[config.mk]
export PLATFORM = sky130hd
export DESIGN_NAME = slls_top
export DESIGN_NICKNAME = d
export VERILOG_FILES = /design/src/hdl/slls_pkg.sv /design/src/hdl/slls_lane_if.sv /design/src/hdl/slls_lane_stat.sv /design/src/hdl/slls_top.sv
export SDC_FILE = /design/constraint.sdc
export NUM_CORES = 1
export LEC_CHECK = 0
export BUFFER_PORTS_ARGS = -buffer_cell sky130_fd_sc_hd__buf_2
export CAP_MARGIN = 20
export CORE_ASPECT_RATIO = 0.6
export CORE_MARGIN = 4
export CORE_UTILIZATION = 55
export DETAILED_ROUTE_END_ITERATION = 10
export PLACE_DENSITY_LB_ADDON = 0.1
export SYNTH_ARGS = -nofsm -noshare
export SYNTH_HDL_FRONTEND = slang
export SYNTH_SLANG_ARGS = --single-unit
[constraint.sdc]
create_clock -name ref_clk_i -period 2.7 [get_ports ref_clk_i]
set_input_delay 0.27 -clock ref_clk_i [delete_from_list [all_inputs] [get_ports ref_clk_i]]
set_output_delay 0.27 -clock ref_clk_i [all_outputs]
set_load 0.02 [all_outputs]
[src/hdl/slls_pkg.sv]
// Constants, field layout and register map of the lane link status block
//
// Function
// Lane1 bit7: disparity count at/above threshold
// Lane1 bit6: not-in-table count at/above threshold
// Lane1 bit5: unexpected control count at/above threshold
// Lane1 bit4: inter-lane deskew achieved
// Lane1 bit3: initial lane alignment achieved
// Lane1 bit2: configuration checksum matched
// Lane1 bit1: frame alignment achieved
// Lane1 bit0: code-group alignment achieved
// Lane0 bits 2..0 same encodings
// Reads show only the page-selected link
// Flags reset to zero, writes ignored
// Lane0 bits 7..3 same as lane1
// 8-bit counters, terminal 0xFF, hold or wrap
// Flags follow live state, never latched
package slls_pkg;

  // Structure
  localparam int NUM_LINKS = 2;
  localparam int NUM_LANES = 2;
  localparam int NUM_ERR   = 3;
  localparam int NUM_LIVE  = 5;
  localparam int ADDR_W    = 12;
  localparam int DATA_W    = 8;

  // Register offsets
  localparam logic [ADDR_W-1:0] PAGE_ADDR       = 12'h300;
  localparam logic [ADDR_W-1:0] LANE0_STAT_ADDR = 12'h4B0;
  localparam logic [ADDR_W-1:0] LANE1_STAT_ADDR = 12'h4B1;
  localparam logic [ADDR_W-1:0] THRESH_ADDR     = 12'h4C0;
  localparam logic [ADDR_W-1:0] CNT_CTRL_ADDR   = 12'h4C1;
  localparam logic [ADDR_W-1:0] IRQ_STAT_ADDR   = 12'h4C2;
  localparam logic [ADDR_W-1:0] IRQ_MASK_ADDR   = 12'h4C3;
  localparam logic [ADDR_W-1:0] TERM_ADDR       = 12'h4C4;

  // Status byte fields
  localparam int BIT_DISP   = 7;
  localparam int BIT_NIT    = 6;
  localparam int BIT_UEK    = 5;
  localparam int BIT_DESKEW = 4;
  localparam int BIT_ILAS   = 3;
  localparam int BIT_CKS    = 2;
  localparam int BIT_FS     = 1;
  localparam int BIT_CGS    = 0;

  // Error counter index, also terminal-count bit order
  localparam int ERR_DISP = 0;
  localparam int ERR_NIT  = 1;
  localparam int ERR_UEK  = 2;

  // Counter control and page fields
  localparam int CTRL_HOLD  = 0;
  localparam int CTRL_CLEAR = 1;
  localparam int PAGE_BIT   = 0;

  // Interrupt status fields
  localparam int IRQ_ERR_L0  = 0;
  localparam int IRQ_ERR_L1  = 1;
  localparam int IRQ_LOSS_L0 = 2;
  localparam int IRQ_LOSS_L1 = 3;
  localparam int IRQ_W       = 4;

  // Values
  localparam logic [7:0] CNT_TERMINAL = 8'hFF;
  localparam logic [7:0] STAT_RST     = 8'h00;
  localparam logic [7:0] THRESH_RST   = 8'hFF;
  localparam logic [7:0] ZERO_BYTE    = 8'h00;

endpackage : slls_pkg

[src/hdl/slls_lane_if.sv]
// Carrier for one lane's status byte and terminal-count flags
interface slls_lane_if;
  logic [7:0] status;
  logic [2:0] term;
  modport src (output status, output term);
  modport snk (input status, input term);
endinterface : slls_lane_if

[src/hdl/slls_lane_stat.sv]
// Error counters and status byte of one lane of one link
module slls_lane_stat
  import slls_pkg::*;
(
  // Clock and reset
  input  wire logic                ref_clk_i,
  input  wire logic                srst_i,
  // Receiver events and live state
  input  wire logic [NUM_ERR-1:0]  err_evt_i,
  input  wire logic [NUM_LIVE-1:0] live_i,
  // Controls
  input  wire logic [7:0]          thresh_i,
  input  wire logic                hold_i,
  input  wire logic                clr_i,
  // Status out
  slls_lane_if.src                 lane
);

  logic [NUM_ERR-1:0][7:0] cnt;
  logic [NUM_ERR-1:0][7:0] next_cnt;
  logic [7:0]              status;
  logic [7:0]              next_status;

  genvar g;
  generate
    for (g = 0; g < NUM_ERR; g++) begin : g_cnt
      // Count events; hold at terminal only when asked, else roll over
      always_comb begin
        next_cnt[g] = cnt[g];
        if (clr_i) begin
          next_cnt[g] = ZERO_BYTE;
        end else if (err_evt_i[g]) begin
          if (hold_i && cnt[g] == CNT_TERMINAL) begin
            next_cnt[g] = CNT_TERMINAL;
          end else begin
            next_cnt[g] = cnt[g] + 8'h01;
          end
        end
      end

      always_ff @(posedge ref_clk_i) begin
        if (srst_i) begin
          cnt[g] <= ZERO_BYTE;
        end else begin
          cnt[g] <= next_cnt[g];
        end
      end
    end
  endgenerate

  // Status rebuilt every cycle from counters and live levels, no latching
  always_comb begin
    next_status             = STAT_RST;
    next_status[BIT_DISP]   = cnt[ERR_DISP] >= thresh_i;
    next_status[BIT_NIT]    = cnt[ERR_NIT] >= thresh_i;
    next_status[BIT_UEK]    = cnt[ERR_UEK] >= thresh_i;
    next_status[BIT_DESKEW] = live_i[BIT_DESKEW];
    next_status[BIT_ILAS]   = live_i[BIT_ILAS];
    next_status[BIT_CKS]    = live_i[BIT_CKS];
    next_status[BIT_FS]     = live_i[BIT_FS];
    next_status[BIT_CGS]    = live_i[BIT_CGS];
  end

  always_ff @(posedge ref_clk_i) begin
    if (srst_i) begin
      status <= STAT_RST;
    end else begin
      status <= next_status;
    end
  end

  assign lane.status          = status;
  assign lane.term[ERR_DISP]  = cnt[ERR_DISP] == CNT_TERMINAL;
  assign lane.term[ERR_NIT]   = cnt[ERR_NIT] == CNT_TERMINAL;
  assign lane.term[ERR_UEK]   = cnt[ERR_UEK] == CNT_TERMINAL;

endmodule // slls_lane_stat

[src/hdl/slls_top.sv]
// Paged lane link status registers with counters and interrupt
module slls_top
  import slls_pkg::*;
(
  // Clock and reset
  input  wire logic                                      ref_clk_i,
  input  wire logic                                      srst_i,
  // Register port
  input  wire logic [ADDR_W-1:0]                         addr_i,
  input  wire logic [DATA_W-1:0]                         wr_data_i,
  input  wire logic                                      wr_en_i,
  input  wire logic                                      rd_en_i,
  output logic      [DATA_W-1:0]                         rd_data_o,
  // Receiver events, per link and lane
  input  wire logic [NUM_LINKS-1:0][NUM_LANES-1:0][NUM_ERR-1:0]  err_evt_i,
  input  wire logic [NUM_LINKS-1:0][NUM_LANES-1:0][NUM_LIVE-1:0] live_i,
  // Interrupt
  output logic                                           irq_o
);

  // Gathered lane results
  logic [NUM_LINKS-1:0][NUM_LANES-1:0][7:0] lane_status;
  logic [NUM_LINKS-1:0][NUM_LANES-1:0][2:0] lane_term;
  logic [NUM_LINKS-1:0][NUM_LANES-1:0][7:0] prev_status;

  // Software state
  logic             page;
  logic             next_page;
  logic [7:0]       thresh;
  logic [7:0]       next_thresh;
  logic             hold;
  logic             next_hold;
  logic             clr;
  logic             next_clr;
  logic [IRQ_W-1:0] irq_stat;
  logic [IRQ_W-1:0] next_irq_stat;
  logic [IRQ_W-1:0] irq_mask;
  logic [IRQ_W-1:0] next_irq_mask;
  logic [IRQ_W-1:0] irq_evt;
  logic             next_irq;
  logic [7:0]       next_rd_data;

  slls_lane_if lane_if [NUM_LINKS*NUM_LANES] ();

  // Any of the three threshold flags of a status byte
  function automatic logic any_err(input logic [7:0] s);
    any_err = s[BIT_DISP] | s[BIT_NIT] | s[BIT_UEK];
  endfunction

  genvar gk;
  genvar gl;
  generate
    for (gk = 0; gk < NUM_LINKS; gk++) begin : g_link
      for (gl = 0; gl < NUM_LANES; gl++) begin : g_lane
        slls_lane_stat u_lane (
          .ref_clk_i (ref_clk_i),
          .srst_i    (srst_i),
          .err_evt_i (err_evt_i[gk][gl]),
          .live_i    (live_i[gk][gl]),
          .thresh_i  (thresh),
          .hold_i    (hold),
          .clr_i     (clr),
          .lane      (lane_if[gk*NUM_LANES+gl])
        );
        assign lane_status[gk][gl] = lane_if[gk*NUM_LANES+gl].status;
        assign lane_term[gk][gl]   = lane_if[gk*NUM_LANES+gl].term;
      end
    end
  endgenerate

  // Events: threshold flags going from none set to any set, or code-group alignment lost, on any link
  always_comb begin
    irq_evt = '0;
    for (int k = 0; k < NUM_LINKS; k++) begin
      for (int l = 0; l < NUM_LANES; l++) begin
        irq_evt[IRQ_ERR_L0 + l]  = irq_evt[IRQ_ERR_L0 + l]
                                 | (any_err(lane_status[k][l]) & ~any_err(prev_status[k][l]));
        irq_evt[IRQ_LOSS_L0 + l] = irq_evt[IRQ_LOSS_L0 + l]
                                 | (prev_status[k][l][BIT_CGS] & ~lane_status[k][l][BIT_CGS]);
      end
    end
  end

  // Register writes; status bytes and terminal flags ignore writes
  always_comb begin
    next_page     = page;
    next_thresh   = thresh;
    next_hold     = hold;
    next_clr      = 1'h0; // Clear is a one-cycle pulse to the counters
    next_irq_mask = irq_mask;
    next_irq_stat = irq_stat;
    if (wr_en_i) begin
      case (addr_i)
        PAGE_ADDR: begin
          next_page = wr_data_i[PAGE_BIT];
        end
        THRESH_ADDR: begin
          next_thresh = wr_data_i;
        end
        CNT_CTRL_ADDR: begin
          next_hold = wr_data_i[CTRL_HOLD];
          next_clr  = wr_data_i[CTRL_CLEAR];
        end
        IRQ_STAT_ADDR: begin
          next_irq_stat = irq_stat & ~wr_data_i[IRQ_W-1:0];
        end
        IRQ_MASK_ADDR: begin
          next_irq_mask = wr_data_i[IRQ_W-1:0];
        end
        default: begin
          next_page = page; // Read-only or unmapped: no effect
        end
      endcase
    end
    // Set wins over a clear in the same cycle
    next_irq_stat = next_irq_stat | irq_evt;
    next_irq      = |(next_irq_stat & next_irq_mask);
  end

  // Read data, one cycle after the strobe; only the paged link shows
  always_comb begin
    next_rd_data = ZERO_BYTE;
    if (rd_en_i) begin
      case (addr_i)
        PAGE_ADDR: begin
          next_rd_data[PAGE_BIT] = page;
        end
        LANE0_STAT_ADDR: begin
          next_rd_data = lane_status[page][0];
        end
        LANE1_STAT_ADDR: begin
          next_rd_data = lane_status[page][1];
        end
        THRESH_ADDR: begin
          next_rd_data = thresh;
        end
        CNT_CTRL_ADDR: begin
          next_rd_data[CTRL_HOLD] = hold;
        end
        IRQ_STAT_ADDR: begin
          next_rd_data[IRQ_W-1:0] = irq_stat;
        end
        IRQ_MASK_ADDR: begin
          next_rd_data[IRQ_W-1:0] = irq_mask;
        end
        TERM_ADDR: begin
          next_rd_data[5:0] = {lane_term[page][1], lane_term[page][0]};
        end
        default: begin
          next_rd_data = ZERO_BYTE;
        end
      endcase
    end
  end

  always_ff @(posedge ref_clk_i) begin
    if (srst_i) begin
      page        <= 1'h0;
      thresh      <= THRESH_RST;
      hold        <= 1'h0;
      clr         <= 1'h0;
      irq_stat    <= '0;
      irq_mask    <= '0;
      irq_o       <= 1'h0;
      rd_data_o   <= ZERO_BYTE;
      prev_status <= '0; // Matches lane reset, so no event at release
    end else begin
      page        <= next_page;
      thresh      <= next_thresh;
      hold        <= next_hold;
      clr         <= next_clr;
      irq_stat    <= next_irq_stat;
      irq_mask    <= next_irq_mask;
      irq_o       <= next_irq;
      rd_data_o   <= next_rd_data;
      prev_status <= lane_status;
    end
  end

endmodule // slls_top

==> summary.txt, run 1 <==
CTS
  • Number of sinks handled by clock tree synthesis: approximately 170
  • Clock insertion delay at the later pin of the skew report: 430 ps
  • Clock slew seen by the registers of the worst setup and hold paths: 80 ps
  • Clock tree buffer depth: 2
  • CTS hold repair buffers: 0
  • H-tree depth: 4
  • Number of buffers created by CTS: 17
  • TritonCTS clock tree: done
  • Master cell of the clock root buffer: sky130_fd_sc_hd__clkbuf_16
  • CTS-repair resized insts: 0
  • Number of buffers inserted to repair setup after CTS: 0

Worst setup path
  • Critical path's top delay family: compound AO/OA/AOI/OAI gates
  • R2R setup slack: 640 ps
  • Worst Path Required: approximately 3000 ps
  • Slowest CP cell: sky130_fd_sc_hd__dfxtp_1
  • Kind of start point of the critical path: register
  • Combined buffer and inverter count along the critical path: 1
  • Delay contributed by the slowest stage of the critical path: 580 ps
  • Crit Path Class: register to register
  • Chain of cells forming the critical path: buf_4 > ha_1 > nand2b_1 > a21o_1 > a21oi_1 > nor2b_1 > o2111ai_1 > a211oi_1
  • Worst setup path start: thresh[0]
  • Reg2reg start: thresh[0]
  • Largest fanout on the critical path: 7
  • Endpoint type of the worst setup path: register
  • Crit path arrival time: 2370 ps

Worst hold path
  • Hold Path Origin: live_i[0]
  • Path type of the worst min-delay path: input port to register

Floorplan
  • Rows: 36
  • Top-Level Pins: 65
  • Placeable core region: 16300 um2
  • Width of the chip: 174 um
  • Floorplan die area: 18800 um2
  • Chip Height: 108 um
  • Initial Util: 0.562

Power
  • Peak supply drop: 0.420 mV
  • Pwr per Cell Area: 528 nW/um2
  • Static leakage power: 0.00447 uW

Routing
  • Iteration count of the initial detailed-routing pass: 5
  • Via density per instance: 5.85
  • Total via count in the routed design: 7634
  • Number of nets still failing antenna checks after routing: 0
  • WL final: between 20 and 25 mm
  • Average wire per cell in the routed design: 17.8 um
  • First DRT Iteration DRCs: 562
  • Remaining design rule violation count: 0

Global routing
  • Number of global-route vias before repair: a little under 7000
  • Tot GR Track Use: 0.248
  • Remaining Overflow, GRT: 0
  • Number of antenna violations at the first check in global routing: 0
  • Maximum number of pins on one net before global-route repair: 65
  • Global-route wire length before repair: 37.2 mm

Placement
  • Port bufs: 64
  • Detailed Place HPWL: 16.3 mm
  • Placer Congestion: 0.898

Synthesis
  • Primary FF master, synth: sky130_fd_sc_hd__dfxtp_1
  • Yosys warnings: 0
  • Post-Synthesis Mean Instance Area: 9.13 um2
  • Number of different library cells in the post-synthesis netlist: 55
  • Post-Syn Instances: approximately 1000
  • Share of synthesized flip-flops with an asynchronous set or reset: 0
  • Number of nets in the synthesized netlist: 1165
  • Flop and latch count out of synthesis: 172
  • Summed instance area of the synthesized netlist: 9140 um2
  • Sequential share of the synthesized area: 0.377
  • EDFF count, synth: 0

Timing
  • TNS Setup: 0 ps
  • Clock period minus worst slack: between 2000 and 2500 ps
  • Period Utilization, post-route: 0.762
  • RSZ-0062 raised after global routing: no
  • Layout Skew: 9.94 ps
  • Highest Clock Rate: just under 0.5 GHz
  • Hold violation count in the final report: 0
  • Final setup vio count: 0
  • Relative slew slack: 0.443
  • Max-slew violation count: 0
  • Slew at the pin closest to its max-slew limit: 835 ps

Cells and area
  • Fraction of final layout cells sized beyond drive strength 1: 0.123
  • Synth-to-Final Area Change: 12.9%
  • Antenna Diode Count: 0
  • Post-layout net count: 1227
  • Util after Layout: 0.635
  • Filler Cells Inserted: 1397

Job
  • Number of max-cap violations: 0

Outcome
  • Run status: finished clean
==> where the power goes <==
| group | total [uW] | internal, uW | leakage (uW) | switching (uW) |
|---|---|---|---|---|
| logic | 307 | 133 | 0.00277 | 175 |
| registers | 2640 | 2590 | 0.00140 | 51.6 |
| clock network | 2500 | 1270 | 0.000294 | 1240 |
| total | 5450 | 3990 | 0.00447 | 1460 |
==> state kept, by name, summed over array words and instances, names as in the netlist, 4 cells and up <==
register and flops:
g_link.g_lane.u_lane.cnt 96, g_link.g_lane.u_lane.lane.status 32, prev_status 16, rd_data_o 8, thresh 8, irq_mask 4, irq_stat 4
==> worst register-to-register path: cells and delay by family (launching register included) <==
family,cells,cell delay [ps]
AO/OA/AOI/OAI,4,660
flip-flops,1,580
buffers and inverters,1,260
adder cells (fa/ha/maj),1,240
AND/OR/NAND/NOR,2,210
==> through the flow <==
stage	total power (uW)	instances	area, um2	setup WS [ps]	hold WS (ps)
final	5450	1304	10300	642	43.7
after global routing	5640	1304	10300	510	35.8
after CTS	5480	1304	10300	639	29.8
after detailed placement	3000	1272	9700	560	470
after global placement	3000	1272	9700	584	468
after floorplan	2880	1001	9140	873	360
==> cells in the mapped netlist, drive strengths merged, types with 10 or more instances <==
library cell	n	share of area
dfxtp	172	0.38
ha	108	0.15
a21oi	100	0.055
nor2	81	0.033
nor2b	53	0.036
nand2	51	0.023
o21ai	39	0.021
nand4	38	0.026
inv	35	0.014
xor2	34	0.033
a211oi	31	0.026
clkbuf	25	0.011
a21o	24	0.020
xnor2	24	0.023
nand3	22	0.012
nor3	22	0.012
a31oi	19	0.013
nand2b	16	0.011
and3	12	0.0090
o2111ai	12	0.012
mux2i	10	0.011
==> layout by cell type, fill, tap and decap left out, types with 10 or more instances in the layout <==
| cell | synthesis | final |
|---|---|---|
| sky130_fd_sc_hd__a21o_1 | 24 | 24 |
| sky130_fd_sc_hd__nor3_1 | 22 | 22 |
| sky130_fd_sc_hd__buf_4 | 0 | 10 |
| sky130_fd_sc_hd__a211oi_1 | 30 | 30 |
| sky130_fd_sc_hd__ha_1 | 108 | 108 |
| sky130_fd_sc_hd__o21ai_0 | 39 | 39 |
| sky130_fd_sc_hd__dfxtp_1 | 172 | 172 |
| sky130_fd_sc_hd__mux2i_1 | 10 | 10 |
| sky130_fd_sc_hd__buf_2 | 1 | 64 |
| sky130_fd_sc_hd__nand2_1 | 50 | 50 |
| sky130_fd_sc_hd__a21oi_1 | 100 | 100 |
| sky130_fd_sc_hd__nor2_1 | 81 | 80 |
| sky130_fd_sc_hd__a31oi_1 | 19 | 19 |
| sky130_fd_sc_hd__inv_1 | 35 | 35 |
| sky130_fd_sc_hd__nand4_1 | 38 | 38 |
| sky130_fd_sc_hd__clkbuf_16 | 0 | 17 |
| sky130_fd_sc_hd__nand2b_1 | 16 | 16 |
| sky130_fd_sc_hd__xor2_1 | 34 | 34 |
| sky130_fd_sc_hd__o2111ai_1 | 12 | 12 |
| sky130_fd_sc_hd__nand3_1 | 22 | 22 |
| sky130_fd_sc_hd__xnor2_1 | 24 | 24 |
| sky130_fd_sc_hd__nor2b_1 | 53 | 53 |
==> layout make-up <==
type,count,area (um2),area share
multi-input cells,762,5430,0.526
flip-flops and latches,172,3440,0.334
clock buffers,17,425,0.0412
repair buffers,75,415,0.0403
well taps,228,285,0.0276
clock inverters,15,190,0.0184
inverters,35,131,0.0127
==> routing by layer <==
layer  global-route usage  up-vias  wire length, um  part of all wire
met5                    0        -                0                 0
met1                0.392     3564            12300              0.53
met4               0.0723        0              375             0.016
met3               0.0369       34             1270             0.055
li1                     -     3801                -                 -
met2                0.343      235             9290              0.40
==> final timing paths <==
check | to | depth (start not counted)
min | g_link[0].g_lane[0].u_lane.lane.status[0] | 2
max reg2reg | g_link[0].g_lane[1].u_lane.lane.status[6] | 8
min reg2reg | prev_status[22] | 1
max | g_link[0].g_lane[1].u_lane.lane.status[6] | 8
==> logic make-up (layout without fill, tap and decap cells) <==
family	Yosys count	in the layout	share of synthesized area
buf+inv	67	142	0.0296
flops	172	172	0.377
fa+ha+maj	108	108	0.148
simple gates	324	324	0.190
mux	20	20	0.0282
xor+xnor	58	58	0.0556
compound gates	252	252	0.171
No activity file was read; power rests on OpenSTA's default activity.
==> run 2: changes to the inputs <==
==> constraint.sdc (replaced) <==
create_clock -name ref_clk_i -period 1.95 [get_ports ref_clk_i]
set_input_delay 0.195 -clock ref_clk_i [delete_from_list [all_inputs] [get_ports ref_clk_i]]
set_output_delay 0.195 -clock ref_clk_i [all_outputs]
set_load 0.02 [all_outputs]
==> summary.txt, run 2 (same netlist as run 1, synthesis figures left out) <==
Cells and area
  • Post-layout net count: 1269 (+3.4%)
  • Leading cell types in the layout, fill and taps excluded: sky130_fd_sc_hd__dfxtp_1 (172), sky130_fd_sc_hd__ha_1 (108), sky130_fd_sc_hd__a21oi_1 (100)
  • Util after Layout: 0.658 (+0.0233)
  • Antenna Diode Count: 0 (unchanged)
  • Fraction of final layout cells sized beyond drive strength 1: 0.139 (+0.0160)
  • Register bank with the most flops: g_link.g_lane.u_lane.cnt
  • Top Registers: g_link.g_lane.u_lane.cnt x96, g_link.g_lane.u_lane.lane.status x32, prev_status x16
  • Max reg flops: 96 (unchanged)
  • Synth-to-Final Area Change: 17.1%
  • Most common cell after layout, fill and taps aside: sky130_fd_sc_hd__dfxtp_1
  • Non-filler instance count after layout: 1346 (+3.2%)

Timing
  • Minimum hold slack: 28.0 ps (-15.7 ps)
  • Period Utilization, post-route: 0.956 (+0.193)
  • Layout Skew: 12.2 ps (+2.23 ps)
  • Final setup vio count: 0 (unchanged)
  • Worst Setup Slack, final: 86.2 ps (-555 ps)
  • Hold violation count in the final report: 0 (unchanged)
  • Relative slew slack: 0.455 (+0.0119)
  • RSZ-0062 raised after global routing: no
  • Slew at the pin closest to its max-slew limit: 817 ps (-17.9 ps)
  • Max-slew violation count: 0 (unchanged)
  • Clock period minus worst slack: 1860 ps (-195 ps)
  • Highest Clock Rate: 0.537 GHz (+10%)

Power
  • Peak supply drop: 0.551 mV (+31%)
  • Power, Total: 7590 uW (+39%)
  • Pwr per Cell Area: 709 nW/um2 (+34%)
  • Static leakage power: 0.00467 uW (+4.6%)

Worst setup path
  • Crit Path Class: register to register
  • Worst r2r path cells: 5 (-3)
  • Endpoint type of the worst setup path: register
  • Reg2reg start: thresh[5]
  • Worst Path Required: 2250 ps (-760 ps)
  • Crit path arrival time: 2160 ps (-210 ps)
  • Worst setup path start: thresh[5]
  • Largest fanout on the critical path: 12 (+5)
  • R2R setup slack: 90 ps (-560 ps)
  • Kind of start point of the critical path: register
  • Endpoint of the worst register-to-register path: g_link[0].g_lane[0].u_lane.lane.status[5]
  • Crit path capture: g_link[0].g_lane[0].u_lane.lane.status[5]

Placement
  • Cell Count Post-Placement: 1294 (+1.7%)
  • Placer Congestion: 0.942 (+4.8%)
  • Port bufs: 64 (unchanged)
  • Detailed Place HPWL: 16.3 mm (+0.22%)
  • Setup Slack @ Placement: -108 ps (-668 ps)

Floorplan
  • Width of the chip: 174 um (unchanged)
  • Rows: 36 (unchanged)
  • Placeable core region: 16300 um2 (unchanged)
  • Floorplan die area: 18800 um2 (unchanged)
  • Chip Height: 108 um (unchanged)
  • Top-Level Pins: 65 (unchanged)
  • Initial Util: 0.562 (unchanged)

Global routing
  • Maximum number of pins on one net before global-route repair: 67 (+3.1%)
  • Global-route wire length before repair: 37.5 mm (+0.76%)
  • Tot GR Track Use: 0.250 (+0.00160)
  • Remaining Overflow, GRT: 0 (unchanged)
  • Number of antenna violations at the first check in global routing: 0 (unchanged)
  • Number of global-route vias before repair: 7085 (+2.0%)

Worst hold path
  • Path type of the worst min-delay path: input port to register

Routing
  • Iteration count of the initial detailed-routing pass: 5 (unchanged)
  • Total via count in the routed design: 7681 (+0.62%)
  • Number of nets still failing antenna checks after routing: 0 (unchanged)
  • Average wire per cell in the routed design: 17.3 um (-2.8%)
  • First DRT Iteration DRCs: 683 (+22%)
  • Remaining design rule violation count: 0 (unchanged)
  • Via density per instance: 5.71 (-2.5%)
  • WL final: 23.3 mm (+0.28%)

CTS
  • Number of buffers inserted to repair setup after CTS: 0 (unchanged)
  • H-tree depth: 4 (unchanged)
  • Clock insertion delay at the later pin of the skew report: 430 ps (about the same)
  • Number of sinks handled by clock tree synthesis: 172 (unchanged)
  • Clock tree buffer depth: 2 (unchanged)
  • TritonCTS clock tree: done
  • Master cell of the clock root buffer: sky130_fd_sc_hd__clkbuf_16
  • Number of buffers created by CTS: 17 (unchanged)
  • Clock slew seen by the registers of the worst setup and hold paths: 80 ps (about the same)

Outcome
  • Run status: finished clean

Job
  • Number of max-cap violations: 0 (unchanged)
[run 2: layout make-up]
| type | count | area (um2) |
|---|---|---|
| Clock buffer | 17 | 425 |
| Clock inverter | 15 | 174 |
| Fill cell | 1326 | 5560 |
| Inverter | 35 | 131 |
| Multi-Input combinational cell | 762 | 5430 |
| Sequential cell | 172 | 3440 |
| Tap cell | 228 | 285 |
| Timing Repair Buffer | 117 | 806 |
[run 2: timing repair]
item,in CTS,in global routing
gates resized for setup,0,1
endpoints found under the setup margin,0,1
hold buffers,20,0
endpoints found under the hold margin,20,0
[run 2: per-stage QoR]
stage                     cell area (um2)  TNS [ps]
after global routing                10700         0
after floorplan                      9140         0
final                               10700         0
after CTS                           10700         0
after global placement               9890     -9.48
after detailed placement             9890      -108
[run 2: worst max-delay path, stage by stage, from the launching register on]
cell and delay, ps:
sky130_fd_sc_hd__dfxtp_1 330, sky130_fd_sc_hd__inv_1 480, sky130_fd_sc_hd__ha_1 370, sky130_fd_sc_hd__a21o_1 190
sky130_fd_sc_hd__a211oi_1 250, sky130_fd_sc_hd__a211oi_1 120
[run 2: power by group]
group          internal, uW  total (uW)  leakage (uW)  switching [uW]
registers              3590        3660       0.00140            69.8
logic                   222         469       0.00298             247
clock network          1840        3460      0.000296            1620
[run 2: worst min-delay path by stage]
stage                                                      to          from  cells after the start  slack (ps)
CTS                         g_link[1].g_lane[1].u_lane.cnt[1]  err_evt_i[9]                      2          10
floorplan                  g_link[0].g_lane[1].u_lane.cnt[17]  err_evt_i[5]                      1         280
global route               g_link[0].g_lane[1].u_lane.cnt[17]  err_evt_i[5]                      2          40
global placement    g_link[1].g_lane[1].u_lane.lane.status[2]    live_i[17]                      2         400
finish                      g_link[0].g_lane[0].u_lane.cnt[9]  err_evt_i[1]                      2          30
detailed placement  g_link[1].g_lane[0].u_lane.lane.status[1]    live_i[11]                      2         410
[run 2: layer usage]
| layer | track usage | wire length [um] |
|---|---|---|
| met2 | 0.366 | 9610 |
| met1 | 0.375 | 11900 |
| met4 | 0.0559 | 230 |
| met3 | 0.0530 | 1530 |
| met5 | 0 | 0 |
